## src/verilog/rdtc_cfg.svh

```systemverilog
// Register offsets, field positions, reset values and timing counts of the reload down timer.
`ifndef RDTC_CFG_SVH
`define RDTC_CFG_SVH
`define RDTC_ADDR_W        20
`define RDTC_OFF_RUN       20'hf0240
`define RDTC_OFF_IO        20'hf0241
`define RDTC_OFF_MODE      20'hf0242
`define RDTC_OFF_GATE      20'hf0243
`define RDTC_RST_BYTE      8'h00
`define RDTC_CNT_INIT      16'hffff
`define RDTC_CNT_ZERO      16'h0000
// Run/status register fields.
`define RDTC_B_UNDF        5
`define RDTC_B_EDGF        4
`define RDTC_B_STOP        2
`define RDTC_B_CSTF        1
`define RDTC_B_START       0
// I/O control register fields.
`define RDTC_B_GATE_HI     7
`define RDTC_B_GATE_LO     6
`define RDTC_B_FILT_HI     5
`define RDTC_B_FILT_LO     4
`define RDTC_B_OUT_EN      2
`define RDTC_B_POL         0
// Mode register fields.
`define RDTC_B_SRC_HI      6
`define RDTC_B_SRC_LO      4
`define RDTC_B_BOTH        3
`define RDTC_B_MODE_HI     2
`define RDTC_B_MODE_LO     0
// Gate select register fields.
`define RDTC_B_GPOL        2
`define RDTC_B_GTMR_HI     1
`define RDTC_B_GTMR_LO     0
// Filter sample dividers and prescaler divisions.
`define RDTC_DIV8          5'd7
`define RDTC_DIV32         5'd31
`define RDTC_DIV2          5'd1
`define RDTC_MATCH_N       3
`endif

```

## src/verilog/rdtc_pkg.sv

```systemverilog
// Types of the reload down timer control block.
package rdtc_pkg;
    typedef enum logic [2:0] {
        RDTC_MODE_TIMER  = 3'h0,
        RDTC_MODE_PULSE  = 3'h1,
        RDTC_MODE_EVENT  = 3'h2,
        RDTC_MODE_WIDTH  = 3'h3,
        RDTC_MODE_PERIOD = 3'h4
    } rdtc_mode_t;
    typedef enum logic [2:0] {
        RDTC_SRC_CLK    = 3'h0,
        RDTC_SRC_DIV8   = 3'h1,
        RDTC_SRC_DIV2   = 3'h3,
        RDTC_SRC_LOSC   = 3'h4,
        RDTC_SRC_ELINK  = 3'h5,
        RDTC_SRC_SUBCLK = 3'h6
    } rdtc_src_t;
    typedef enum logic [1:0] {
        RDTC_RUN_IDLE = 2'b00,
        RDTC_RUN_ON   = 2'b01,
        RDTC_RUN_OFF  = 2'b11
    } rdtc_run_t;
    typedef struct packed {
        logic       wr;
        logic       rd;
        logic [19:0] addr;
        logic [7:0] wdata;
    } rdtc_bus_t;
    typedef struct packed {
        logic gate_source_a;
        logic gate_source_b;
        logic gate_source_c;
        logic gate_source_d;
    } rdtc_gates_t;
endpackage : rdtc_pkg

```

## src/verilog/rdtc_filter.sv

```systemverilog
// Input noise filter: three equal samples at a chosen rate before the value is taken.
`timescale 1ns/1ps
`default_nettype none
`include "rdtc_cfg.svh"
module rdtc_filter
    import rdtc_pkg::*;
(
    input  wire logic       clk,
    input  wire logic       sys_rst,
    input  wire logic       clk_en,
    input  wire logic [1:0] sel,
    input  wire logic       din,
    output logic            dout
);
    logic [4:0] div;
    logic [4:0] next_div;
    logic [2:0] hist;
    logic [2:0] next_hist;
    logic       held;
    logic       next_held;
    logic       tick;

    always_comb begin
        next_div  = div + 5'd1;
        unique case (sel)
            2'b01:   tick = 1'b1;
            2'b10:   tick = (div[2:0] == 3'(`RDTC_DIV8));
            default: tick = (div == `RDTC_DIV32);
        endcase
        next_hist = tick ? {hist[1:0], din} : hist;
        next_held = held;
        if (hist == 3'h7) begin
            next_held = 1'b1;
        end else if (hist == 3'h0) begin
            next_held = 1'b0;
        end
    end

    always_ff @(posedge clk) begin
        if (sys_rst) begin
            div  <= 5'h00;
            hist <= 3'h0;
            held <= 1'b0;
        end else if (clk_en) begin
            div  <= next_div;
            hist <= next_hist;
            held <= next_held;
        end
    end

    // Filter off passes the synchronised input straight through.
    assign dout = (sel == 2'b00) ? din : held;
endmodule : rdtc_filter
`default_nettype wire

```

## src/verilog/rdtc_timer.sv

```systemverilog
// Control, status, mode and pin logic of the 16-bit reload down timer.
`timescale 1ns/1ps
`default_nettype none
`include "rdtc_cfg.svh"
module rdtc_timer
    import rdtc_pkg::*;
(
    input  wire logic        clk,
    input  wire logic        sys_rst,
    input  wire logic        clk_en,
    input  wire rdtc_bus_t   bus,
    output logic [7:0]       rdata,
    input  wire logic        low_speed_tick,
    input  wire logic        sub_clock_tick,
    input  wire logic        event_link_unit,
    input  wire logic        gate_interrupt_pin,
    input  wire rdtc_gates_t gates,
    input  wire logic        bidir_timer_pin_i,
    output logic             bidir_timer_pin_o,
    output logic             bidir_timer_pin_oe,
    input  wire logic        port_level,
    output logic             timer_out_pin,
    output logic [15:0]      reload_counter,
    output logic             underflow_irq,
    output logic             edge_irq
);
    // ------------------------------------------------------------
    // Pin synchronisers
    // ------------------------------------------------------------
    logic [7:0] meta;
    logic [7:0] sync;
    always_ff @(posedge clk) begin
        if (sys_rst) begin
            meta <= 8'h00;
            sync <= 8'h00;
        end else if (clk_en) begin
            meta <= {low_speed_tick, sub_clock_tick, gate_interrupt_pin, bidir_timer_pin_i,
                     gates.gate_source_a, gates.gate_source_b, gates.gate_source_c, gates.gate_source_d};
            sync <= meta;
        end
    end

    // ------------------------------------------------------------
    // Registers
    // ------------------------------------------------------------
    logic [7:0] io_ctl;
    logic [7:0] mode_ctl;
    logic [7:0] gate_sel;
    logic       underflow_flag;
    logic       active_edge_flag;
    logic       count_run_request;
    logic       count_status_flag;
    logic [7:0] next_io_ctl;
    logic [7:0] next_mode_ctl;
    logic [7:0] next_gate_sel;
    logic       next_underflow_flag;
    logic       next_active_edge_flag;
    logic       next_count_run_request;
    logic       next_count_status_flag;

    logic wr_run;
    logic force_stop;
    logic wr_mode;
    logic uf_event;
    logic edge_event;
    logic src_tick;
    assign wr_run     = bus.wr && (bus.addr == `RDTC_OFF_RUN);
    assign wr_mode    = bus.wr && (bus.addr == `RDTC_OFF_MODE);
    assign force_stop = wr_run && bus.wdata[`RDTC_B_STOP];

    rdtc_mode_t mode;
    rdtc_src_t  src;
    logic       pol;
    assign mode = rdtc_mode_t'(mode_ctl[`RDTC_B_MODE_HI:`RDTC_B_MODE_LO]);
    assign src  = rdtc_src_t'(mode_ctl[`RDTC_B_SRC_HI:`RDTC_B_SRC_LO]);
    assign pol  = io_ctl[`RDTC_B_POL];

    always_comb begin
        next_io_ctl   = io_ctl;
        next_mode_ctl = mode_ctl;
        next_gate_sel = gate_sel;
        if (bus.wr && bus.addr == `RDTC_OFF_IO) begin
            next_io_ctl = bus.wdata & 8'hf5;
        end
        if (wr_mode) begin
            next_mode_ctl = bus.wdata & 8'h7f;
        end
        if (bus.wr && bus.addr == `RDTC_OFF_GATE) begin
            next_gate_sel = bus.wdata & 8'h07;
        end
        // Hardware set wins over a software clear in the same cycle.
        next_underflow_flag = underflow_flag;
        next_active_edge_flag = active_edge_flag;
        if (wr_run && !bus.wdata[`RDTC_B_UNDF]) begin
            next_underflow_flag = 1'b0;
        end
        if (wr_run && !bus.wdata[`RDTC_B_EDGF]) begin
            next_active_edge_flag = 1'b0;
        end
        if (uf_event) begin
            next_underflow_flag = 1'b1;
        end
        if (edge_event) begin
            next_active_edge_flag = 1'b1;
        end
        next_count_run_request = count_run_request;
        next_count_status_flag = count_status_flag;
        if (wr_run) begin
            next_count_run_request = bus.wdata[`RDTC_B_START];
        end
        if (src_tick) begin
            next_count_status_flag = count_run_request;
        end
        if (force_stop) begin
            next_count_run_request = 1'b0;
            next_count_status_flag = 1'b0;
        end
    end

    always_ff @(posedge clk) begin
        if (sys_rst) begin
            io_ctl            <= `RDTC_RST_BYTE;
            mode_ctl          <= `RDTC_RST_BYTE;
            gate_sel          <= `RDTC_RST_BYTE;
            underflow_flag    <= 1'b0;
            active_edge_flag  <= 1'b0;
            count_run_request <= 1'b0;
            count_status_flag <= 1'b0;
        end else if (clk_en) begin
            io_ctl            <= next_io_ctl;
            mode_ctl          <= next_mode_ctl;
            gate_sel          <= next_gate_sel;
            underflow_flag    <= next_underflow_flag;
            active_edge_flag  <= next_active_edge_flag;
            count_run_request <= next_count_run_request;
            count_status_flag <= next_count_status_flag;
        end
    end

    // ------------------------------------------------------------
    // Count source
    // ------------------------------------------------------------
    logic [2:0] pre;
    logic       link_q;
    logic       ls_q;
    logic       sub_q;
    logic       pin_f;
    logic       pin_q;
    logic       pin_edge;
    always_ff @(posedge clk) begin
        if (sys_rst) begin
            pre    <= 3'h0;
            link_q <= 1'b0;
            ls_q   <= 1'b0;
            sub_q  <= 1'b0;
            pin_q  <= 1'b0;
        end else if (clk_en) begin
            pre    <= pre + 3'h1;
            link_q <= event_link_unit;
            ls_q   <= sync[7];
            sub_q  <= sync[6];
            pin_q  <= pin_f;
        end
    end

    rdtc_filter u_filter (
        .clk     (clk),
        .sys_rst (sys_rst),
        .clk_en  (clk_en),
        .sel     (io_ctl[`RDTC_B_FILT_HI:`RDTC_B_FILT_LO]),
        .din     (sync[4]),
        .dout    (pin_f)
    );

    // Rising edge when polarity 0, falling when 1; both edges when selected.
    assign pin_edge = mode_ctl[`RDTC_B_BOTH] ? (pin_f ^ pin_q)
                    : (pol ? (pin_q & ~pin_f) : (pin_f & ~pin_q));

    logic gate_lvl;
    logic gate_ok;
    always_comb begin
        unique case (gate_sel[`RDTC_B_GTMR_HI:`RDTC_B_GTMR_LO])
            2'b00:   gate_lvl = sync[3];
            2'b01:   gate_lvl = sync[2];
            2'b10:   gate_lvl = sync[1];
            default: gate_lvl = sync[0];
        endcase
        unique case (io_ctl[`RDTC_B_GATE_HI:`RDTC_B_GATE_LO])
            2'b00:   gate_ok = 1'b1;
            2'b01:   gate_ok = (sync[5] == gate_sel[`RDTC_B_GPOL]);
            2'b10:   gate_ok = (gate_lvl == gate_sel[`RDTC_B_GPOL]);
            default: gate_ok = 1'b0;
        endcase
        if (mode == RDTC_MODE_EVENT) begin
            src_tick = pin_edge && gate_ok;
        end else begin
            unique case (src)
                RDTC_SRC_CLK:    src_tick = 1'b1;
                RDTC_SRC_DIV8:   src_tick = (pre == 3'h7);
                RDTC_SRC_DIV2:   src_tick = pre[0];
                RDTC_SRC_LOSC:   src_tick = sync[7] & ~ls_q;
                RDTC_SRC_ELINK:  src_tick = event_link_unit & ~link_q;
                RDTC_SRC_SUBCLK: src_tick = sync[6] & ~sub_q;
                default:         src_tick = 1'b0;
            endcase
        end
    end

    // ------------------------------------------------------------
    // Counter and pulse outputs
    // ------------------------------------------------------------
    logic [15:0] next_counter;
    logic        out_lvl;
    logic        next_out_lvl;
    logic        active;
    logic        in_level;
    assign active   = count_status_flag && src_tick;
    assign in_level = (pin_f == pol);
    assign uf_event = active && (reload_counter == `RDTC_CNT_ZERO) && (mode != RDTC_MODE_WIDTH || in_level);
    assign edge_event = count_status_flag &&
        (((mode == RDTC_MODE_WIDTH) && pin_q == pol && pin_f != pol) ||
         ((mode == RDTC_MODE_PERIOD) && (pol ? (pin_q & ~pin_f) : (pin_f & ~pin_q))));

    always_comb begin
        next_counter = reload_counter;
        next_out_lvl = out_lvl;
        if (active && (mode != RDTC_MODE_WIDTH || in_level)) begin
            next_counter = reload_counter - 16'h0001;
        end
        if (uf_event) begin
            next_out_lvl = ~out_lvl;
        end
        if (force_stop) begin
            next_counter = `RDTC_CNT_INIT;
        end
        if (force_stop || wr_mode) begin
            next_out_lvl = pol;
        end
    end

    always_ff @(posedge clk) begin
        if (sys_rst) begin
            reload_counter <= `RDTC_CNT_INIT;
            out_lvl        <= 1'b0;
        end else if (clk_en) begin
            reload_counter <= next_counter;
            out_lvl        <= next_out_lvl;
        end
    end

    assign timer_out_pin      = io_ctl[`RDTC_B_OUT_EN] ? out_lvl : port_level;
    assign bidir_timer_pin_o  = ~out_lvl;
    assign bidir_timer_pin_oe = (mode == RDTC_MODE_PULSE);
    assign underflow_irq      = uf_event;
    assign edge_irq           = edge_event;

    // ------------------------------------------------------------
    // Read data
    // ------------------------------------------------------------
    always_ff @(posedge clk) begin
        if (sys_rst) begin
            rdata <= 8'h00;
        end else if (clk_en && bus.rd) begin
            unique case (bus.addr)
                `RDTC_OFF_RUN:  rdata <= {2'b00, underflow_flag, active_edge_flag, 1'b0,
                                          1'b0, count_status_flag, count_run_request} & 8'h33 | 8'h00;
                `RDTC_OFF_IO:   rdata <= io_ctl;
                `RDTC_OFF_MODE: rdata <= mode_ctl;
                `RDTC_OFF_GATE: rdata <= gate_sel;
                default:        rdata <= 8'h00;
            endcase
        end
    end

    // ------------------------------------------------------------
    // Checks
    // ------------------------------------------------------------
    a_stop_clears: assert property (@(posedge clk) disable iff (sys_rst)
        clk_en && force_stop |=> !count_run_request && !count_status_flag)
        else $error("force stop left run state set");
    a_stop_loads: assert property (@(posedge clk) disable iff (sys_rst)
        clk_en && force_stop |=> reload_counter == 16'hffff)
        else $error("force stop did not load counter");
    a_uf_sets: assert property (@(posedge clk) disable iff (sys_rst)
        clk_en && uf_event |=> underflow_flag)
        else $error("underflow flag not set");
    a_edge_sets: assert property (@(posedge clk) disable iff (sys_rst)
        clk_en && edge_event |=> active_edge_flag)
        else $error("edge flag not set");
    a_flag_keep: assert property (@(posedge clk) disable iff (sys_rst)
        clk_en && wr_run && bus.wdata[5] && underflow_flag |=> underflow_flag)
        else $error("write of one cleared flag");
    a_status_sync: assert property (@(posedge clk) disable iff (sys_rst)
        clk_en && !src_tick && !force_stop |=> $stable(count_status_flag))
        else $error("status changed off source tick");
    a_mode_init: assert property (@(posedge clk) disable iff (sys_rst)
        clk_en && wr_mode |=> out_lvl == $past(pol))
        else $error("mode write did not reinit output");
    a_port_pass: assert property (@(posedge clk) disable iff (sys_rst)
        !io_ctl[2] |-> timer_out_pin == port_level)
        else $error("disabled output not port");
    c_underflow: cover property (@(posedge clk) uf_event);
    c_edge: cover property (@(posedge clk) edge_event);
    c_stop: cover property (@(posedge clk) force_stop && count_status_flag);
endmodule : rdtc_timer
`default_nettype wire

```

## config.mk

```make
export PLATFORM = sky130hd
export DESIGN_NAME = rdtc_timer
export DESIGN_NICKNAME = d
export VERILOG_FILES = /design/src/verilog/rdtc_pkg.sv /design/src/verilog/rdtc_filter.sv /design/src/verilog/rdtc_timer.sv
export VERILOG_INCLUDE_DIRS = /design/src /design/src/verilog
export SDC_FILE = /design/constraint.sdc
export NUM_CORES = 1
export LEC_CHECK = 0
export BUFFER_PORTS_ARGS = -buffer_cell sky130_fd_sc_hd__clkbuf_2
export CORE_AREA = 2 2 112 114
export DETAILED_ROUTE_END_ITERATION = 12
export DIE_AREA = 0 0 114 116
export MAX_ROUTING_LAYER = met4
export PLACE_DENSITY = 0.47
export SYNTH_ARGS = -nofsm -noshare
export SYNTH_HDL_FRONTEND = slang
export SYNTH_SLANG_ARGS = --single-unit
```

## constraint.sdc

```tcl
create_clock -name clk -period 6.5 [get_ports clk]
set_input_delay 0.325 -clock clk [delete_from_list [all_inputs] [get_ports clk]]
set_output_delay 0.325 -clock clk [all_outputs]
set_load 0.01 [all_outputs]
```

==> metrics.csv, run 1 <==
stage,metric,value,unit
die,initial_utilization,32.56,%
clock_tree,cts_sinks,77,
yosys,syn_inst,421,
cells_and_area,n_antenna_cell,0,
clock_tree,cts_tree,done,
clock_tree,h-tree-depth,3,
grt,track_usage,15.59,%
critical_path,slowest_stage,a22o_1,
yosys,synth_area_per_cell,9.213,um2
routing,first_iter_violations,175,
cells_and_area,nFillCells,1226,
cells_and_area,instances_no_fill,635,
routing,vias,3276,
cells_and_area,multi_input_area,2188,um2
critical_path,slowest_delay,560,ps
yosys,yosysTopAreaCell,dfxtp_1,
critical_path,cp.depth,10,
placement,placed_cells_incl_taps,619,
critical_path,cp_cell_sequence,inv_1 -> ha_1 -> mux2i_4 -> ha_1 -> a21oi_1 -> o211ai_1 -> nor4b_4 -> a22o_1 -> and2_1 -> clkbuf_2,
sta,maxSlewHeadroom,31.98,%
grt,use_met3,4.341,%
critical_path,crit_buf_inv,2,
sta,max_freq,0.2915,GHz
routing,dr.pass1.iters,4,
yosys,yosysMostFrequentCell,dfxtp_1,
critical_path,rrSetupSlack,3450,ps
clock_tree,post-cts-setup-buffers,0,
clock_tree,cts_hold_buf,0,
critical_path,worstPathRequired,6170,ps
critical_path,r2r_cells,10,
yosys,netlist.area_leader.share,39.74,%
grt,first_global_vias,3045,
clock_tree,cts_buffer_depth,2,
placement,gp_congestion,0.7910,
sta,setup_viol,0,
clock_tree,clock_latency,340,ps
placement,pre_cts_ws,3393,ps
yosys,synth_common_cells,"77 x dfxtp_1, 72 x nor2_1, 51 x mux2i_1",
grt,grt_util_met1,19.12,%
routing,wl_per_cell,15.20,um
die,io_pins,72,
critical_path,end_kind,output port,
routing,antenna_left,0,
sta,hold_viol,0,
sta,setup_ws,3069,ps
die,dieHeight,116,um
yosys,syn-cell-area,3879,um2
outcome,status,"complete, no violations",
critical_path,cpMostUsedCell,ha_1,
pwr,p_per_area,231.6,nW/um2
sta,report.final.slew_viol_count,0,
yosys,ys.flop_type,dfxtp_1,
clock_tree,clk_pin_slew_worst_paths,60,ps
grt,grt_first_pass_wirelength,15710,um
yosys,synth_edf_count,0,
yosys,seq_area_frac_synth,39.74,%
cells_and_area,syn2layout_area_growth,19.77,%
routing,drt-total-wl,9652,um
cells_and_area,fin_util,39.00,%
critical_path,crit_family,compound AO/OA/AOI/OAI gates,
die,rows,40,
pwr,ir_worst_vdd,0.0001560,V
die,core_region_area,11910,um2
yosys,ys_types,60,
placement,hpwlAfterDp,6867,um
sta,tns,0,ps
sta,period_share,52.78,%
grt,grt.busiest_layer,met2,
routing,via_per_inst,5.159,
grt,overflow,0,
sta,worst_pin_slew,1007,ps
sta,skew,7.214,ps
clock_tree,cts_made_buffers,9,
pwr,power,1.076,mW
placement,numPortBuffers,71,
die,die_area,13220,um2
worst_hold_path,holdPathStages,3,
clock_tree,cts_root_buffer,clkbuf_16,
cells_and_area,design.final.nets,540,
sta,period_minus_slack,3431,ps
clock_tree,cts_resized,0,
critical_path,arrival,3110,ps
yosys,syn_nets,478,
grt,antenna_found_initial,0,
yosys,ys.warnings.count,0,
cells_and_area,drive_above_1_share,21.31,%
yosys,async_flop_share,0,%
yosys,ys_ff_latch,77,
yosys,ys_top_cells_by_area,"dfxtp_1 40%, mux2i_1 13%, nor2_1 7.0%, ha_1 4.5%, a21oi_1 1.7%",
worst_hold_path,hold_path_class,input port to flop,
critical_path,worstSetupStartpointType,flop,
critical_path,worstSetupPathType,flop to output port,
pwr,cellLeakagePower,1.992,nW
routing,drc,0,
cells_and_area,regArea,1541,um2
job,drv_cap,0,
sta,rsz0062_at_grt,no,
critical_path,cp_max_fo,18,
grt,grt_max_degree,66,
grt,use_met2,25.60,%
die,die_x,114,um
-- layout by cell type (no fill, tap or decap), types with 4 or more instances in the layout --
master / synthesis / routed
a22oi_1: 6 / 6
nand3_1: 4 / 4
a31oi_1: 9 / 9
inv_1: 13 / 13
a211oi_1: 4 / 4
a22o_1: 4 / 4
clkbuf_16: 0 / 9
nor3_1: 6 / 6
a311oi_1: 4 / 4
or4_1: 4 / 4
clkbuf_2: 0 / 71
and3_1: 5 / 5
nor3b_1: 4 / 4
nand2b_1: 5 / 5
mux2_2: 4 / 4
nand2_1: 17 / 17
nand3b_1: 4 / 4
dfxtp_1: 77 / 77
o21ai_0: 12 / 12
mux2i_1: 51 / 51
a21oi_1: 13 / 13
nor2_1: 72 / 72
and4_1: 5 / 5
ha_1: 14 / 14
nor4_1: 5 / 5
nand4_1: 7 / 7
-- sequential cells by signal, summed over array words and instances (netlist names), 3 cells and up --
signal          flops
sync                8
reload_counter     16
meta                8
io_ctl              6
u_filter.hist       3
pre                 3
mode_ctl            7
u_filter.div        5
rdata               8
gate_sel            3
-- layout make-up --
type                    instances  area share, %
clock buffers                  12          5.521
multi-input cells             309          47.10
well taps                     147          3.959
repair buffers                 73          7.972
clock inverters                 4          1.212
inverters                      13          1.050
flip-flops and latches         77          33.18
-- report_power, final --
part	internal (mW)	total (mW)	switching, mW
Combinational	0.0293	0.0684	0.0391
Clock	0.320	0.520	0.199
Sequential	0.481	0.488	0.00668
-- layer usage --
| layer | share of wire (%) | wire [um] |
|---|---|---|
| met4 | 0.86 | 83 |
| met3 | 3.7 | 359 |
| met5 | 0 | 0 |
| met2 | 48 | 4620 |
| met1 | 48 | 4588 |
-- through the flow --
stage / instance area [um2] / hold slack, ps
detailed placement: 4333 / 467.8
CTS: 4646 / 209.1
global route: 4646 / 223.1
global placement: 4333 / 464.2
floorplan: 3879 / 449.0
finish: 4646 / 217.1
-- worst register-to-register path: cells and delay by family, from the launching register on --
family	cells	cell delay, ps
AOI/OAI and AO/OA	4	1160
and+or+nand+nor	2	550
adders and majority gates	2	480
DFF	1	330
muxes	1	330
buffers and inverters	1	90
-- worst paths after layout --
| kind | to | start |
|---|---|---|
| setup / recovery | underflow_irq | io_ctl[4] |
| hold reg to reg | active_edge_flag | active_edge_flag |
| setup reg to reg | reload_counter[4] | io_ctl[4] |
| hold / removal | mode_ctl[3] | bus[3] |
-- logic make-up (layout without fill, tap and decap cells) --
family / after synthesis / in the layout / synth area share, %
AOI/OAI and AO/OA: 75 / 75 / 13.68
xor gates and xnor gates: 4 / 4 / 0.9034
adders and majority gates: 14 / 14 / 4.516
buffers and inverters: 35 / 102 / 3.839
DFF: 77 / 77 / 39.74
muxes: 57 / 57 / 15.48
and+or+nand+nor: 159 / 159 / 21.84
Note: power is estimated with default switching activity, not from simulation.
==> run 2, diff against run 1 <==
==> constraint.sdc (replaced) <==
create_clock -name clk -period 3.2 [get_ports clk]
set_input_delay 0.16 -clock clk [delete_from_list [all_inputs] [get_ports clk]]
set_output_delay 0.16 -clock clk [all_outputs]
set_load 0.01 [all_outputs]
==> run 2 against run 1 <==
Core utilization up 0.33 points. First-iteration DRC count down 31%. Routed wire length up 1.9%. Critical endpoint unchanged. Die area unchanged.
==> metrics.csv, run 2 (same netlist as run 1, synthesis figures left out) <==
stage,metric,value,unit,change
outcome,status,"complete, no violations",,unchanged
clock_tree,cts_made_buffers,9,,unchanged
sta,maxSlewHeadroom,38.70,%,was 31.98%
die,initial_utilization,32.56,%,unchanged
pwr,p_per_area,463.9,nW/um2,was 231.6 nW/um2
cells_and_area,drive_above_1_share,22.52,%,was 21.31%
cells_and_area,layout_common_cells,"77 x dfxtp_1, 72 x nor2_1, 71 x clkbuf_2",,unchanged
critical_path,worstSetupPathType,flop to output port,,unchanged
die,io_pins,72,,unchanged
sta,setup_viol,0,,unchanged
cells_and_area,regMostFlops,reload_counter,,unchanged
critical_path,worstPathRequired,3040,ps,was 6170 ps
routing,dr.pass1.iters,4,,unchanged
sta,hold_viol,0,,unchanged
sta,max_freq,0.3326,GHz,
cells_and_area,n_antenna_cell,0,,unchanged
clock_tree,clk_pin_slew_worst_paths,60,ps,about the same
routing,via_per_inst,5.195,,was 5.159
pwr,cellLeakagePower,2.017,nW,was 1.992 nW
sta,period_minus_slack,3007,ps,
critical_path,cp_max_fo,10,,was 18
pwr,pwr-share-comb,6.4,%,about the same
cells_and_area,fin_util,39.33,%,was 39.00%
job,drv_cap,0,,unchanged
cells_and_area,nFillCells,1250,,was 1226
routing,first_iter_violations,120,,was 175
pwr,p_clk_share,47.9,%,was 48.3%
sta,worst_pin_slew,907.6,ps,was 1007 ps
critical_path,arrival,2850,ps,was 3110 ps
clock_tree,cts_sinks,77,,unchanged
pwr,p_sw,0.4958,mW,was 0.2449 mW
sta,rsz0062_at_grt,no,,unchanged
die,dieHeight,116,um,unchanged
placement,numPortBuffers,71,,unchanged
die,core_region_area,11910,um2,unchanged
die,rows,40,,unchanged
die,die_x,114,um,unchanged
critical_path,worstSetupStartpointType,flop,,unchanged
pwr,seq_power_share,45.7,%,was 45.4%
die,die_area,13220,um2,unchanged
cells_and_area,syn2layout_area_growth,20.77,%,was 19.77%
grt,antenna_found_initial,0,,unchanged
grt,overflow,0,,unchanged
clock_tree,clock_latency,350,ps,was 340 ps
routing,drc,0,,unchanged
placement,place_area,4348,um2,was 4333 um2
routing,vias,3325,,was 3276
worst_hold_path,hold_path_class,input port to flop,,unchanged
pwr,intPower,1.677,mW,was 0.8312 mW
routing,antenna_left,0,,unchanged
placement,gp_congestion,0.8077,,was 0.7910
routing,wl_per_cell,15.37,um,was 15.20 um
sta,period_share,93.97,%,
grt,grt_first_pass_wirelength,15900,um,was 15710 um
pwr,swShare,22.82,%,was 22.76%
pwr,power,2.173,mW,was 1.076 mW
grt,track_usage,16.14,%,was 15.59%
grt,grt_max_degree,34,,was 66
grt,first_global_vias,3133,,was 3045
clock_tree,h-tree-depth,3,,unchanged
cells_and_area,mostFrequentLayoutCell,dfxtp_1,,unchanged
pwr,ir_worst_vdd,0.0002296,V,was 0.0001560 V
cells_and_area,stdcell_area,4684,um2,was 4646 um2
sta,report.final.slew_viol_count,0,,unchanged
sta,skew,9.480,ps,was 7.214 ps
routing,drt-total-wl,9838,um,was 9652 um
sta,tns,0,ps,unchanged
clock_tree,cts_buffer_depth,2,,unchanged
placement,placed_cells_incl_taps,621,,was 619
cells_and_area,design.final.nets,546,,was 540
cells_and_area,instances_no_fill,640,,was 635
clock_tree,cts_root_buffer,clkbuf_16,,unchanged
clock_tree,cts_tree,done,,unchanged
cells_and_area,largest_register_ffs,16,,unchanged
placement,hpwlAfterDp,7138,um,was 6867 um
critical_path,end_kind,output port,,unchanged
[run 2: changes by cell type in the layout (fill, tap and decap cells not counted), sizes merged]
cell,delta
clkinvlp,+1
buf,+6
clkbuf,-1
clkinv,-1
[run 2: worst paths after layout]
check              startpoint           endpoint  slack [ps]  cells after the start
max                 io_ctl[4]      underflow_irq         190                     13
min                    bus[7]          io_ctl[7]          50                      3
max reg2reg         io_ctl[4]  reload_counter[4]         220                     12
min reg2reg  active_edge_flag   active_edge_flag         480                      2
[run 2: power groups by stage]
stage,combinational (mW),sequential [mW],clock (mW)
4_1_cts,0.143,0.992,1.08
3_5_place_dp,0.143,1.01,0
5_1_grt,0.158,0.994,1.11
6_report,0.140,0.992,1.04
2_1_floorplan,0.0893,1.01,0
3_3_place_gp,0.140,1.01,0
[run 2: area by class of cell]
cell class              instances  area, um2  area share (%)
multi-input cells             309       2191           46.77
repair buffers                 79      419.2           8.948
well taps                     147      183.9           3.926
clock inverters                 4      47.55           1.015
clock buffers                  11      252.7           5.395
inverters                      13      48.80           1.042
flip-flops and latches         77       1541           32.91
[run 2: critical path, stage by stage (launching register included)]
cell and delay, ps:
dfxtp_1 330, inv_1 90, ha_2 210, mux2i_4 310, inv_1 90, ha_1 200
mux2_2 270, o211ai_1 180, buf_4 150, nor4b_4 50, a22o_1 220, buf_6 140
and2_1 150, clkbuf_2 120
[run 2: what timing repair did]
item | 4_1_cts | 5_1_grt
hold buffers | 0 | 0
buffers inserted | 0 | 4
setup endpoints to repair | 0 | 4
resized for setup | 0 | 2
hold endpoints to repair | 0 | 0
[run 2: metal layers]
layer / vias up / share of wire [%] / global-route usage [%]
met1: 1574 / 48 / 19.13
met5: - / 0 / -
met2: 50 / 47 / 26.07
li1: 1688 / - / -
met3: 13 / 3.3 / 3.347
met4: 0 / 2.0 / 8.130
[run 2: stage by stage]
step                setup slack (ps)  hold slack [ps]
finish                         193.0            50.61
global route                   6.178            71.50
CTS                            71.70            40.32
detailed placement             210.2            400.8
global placement               311.4            394.5
floorplan                      549.3            303.9
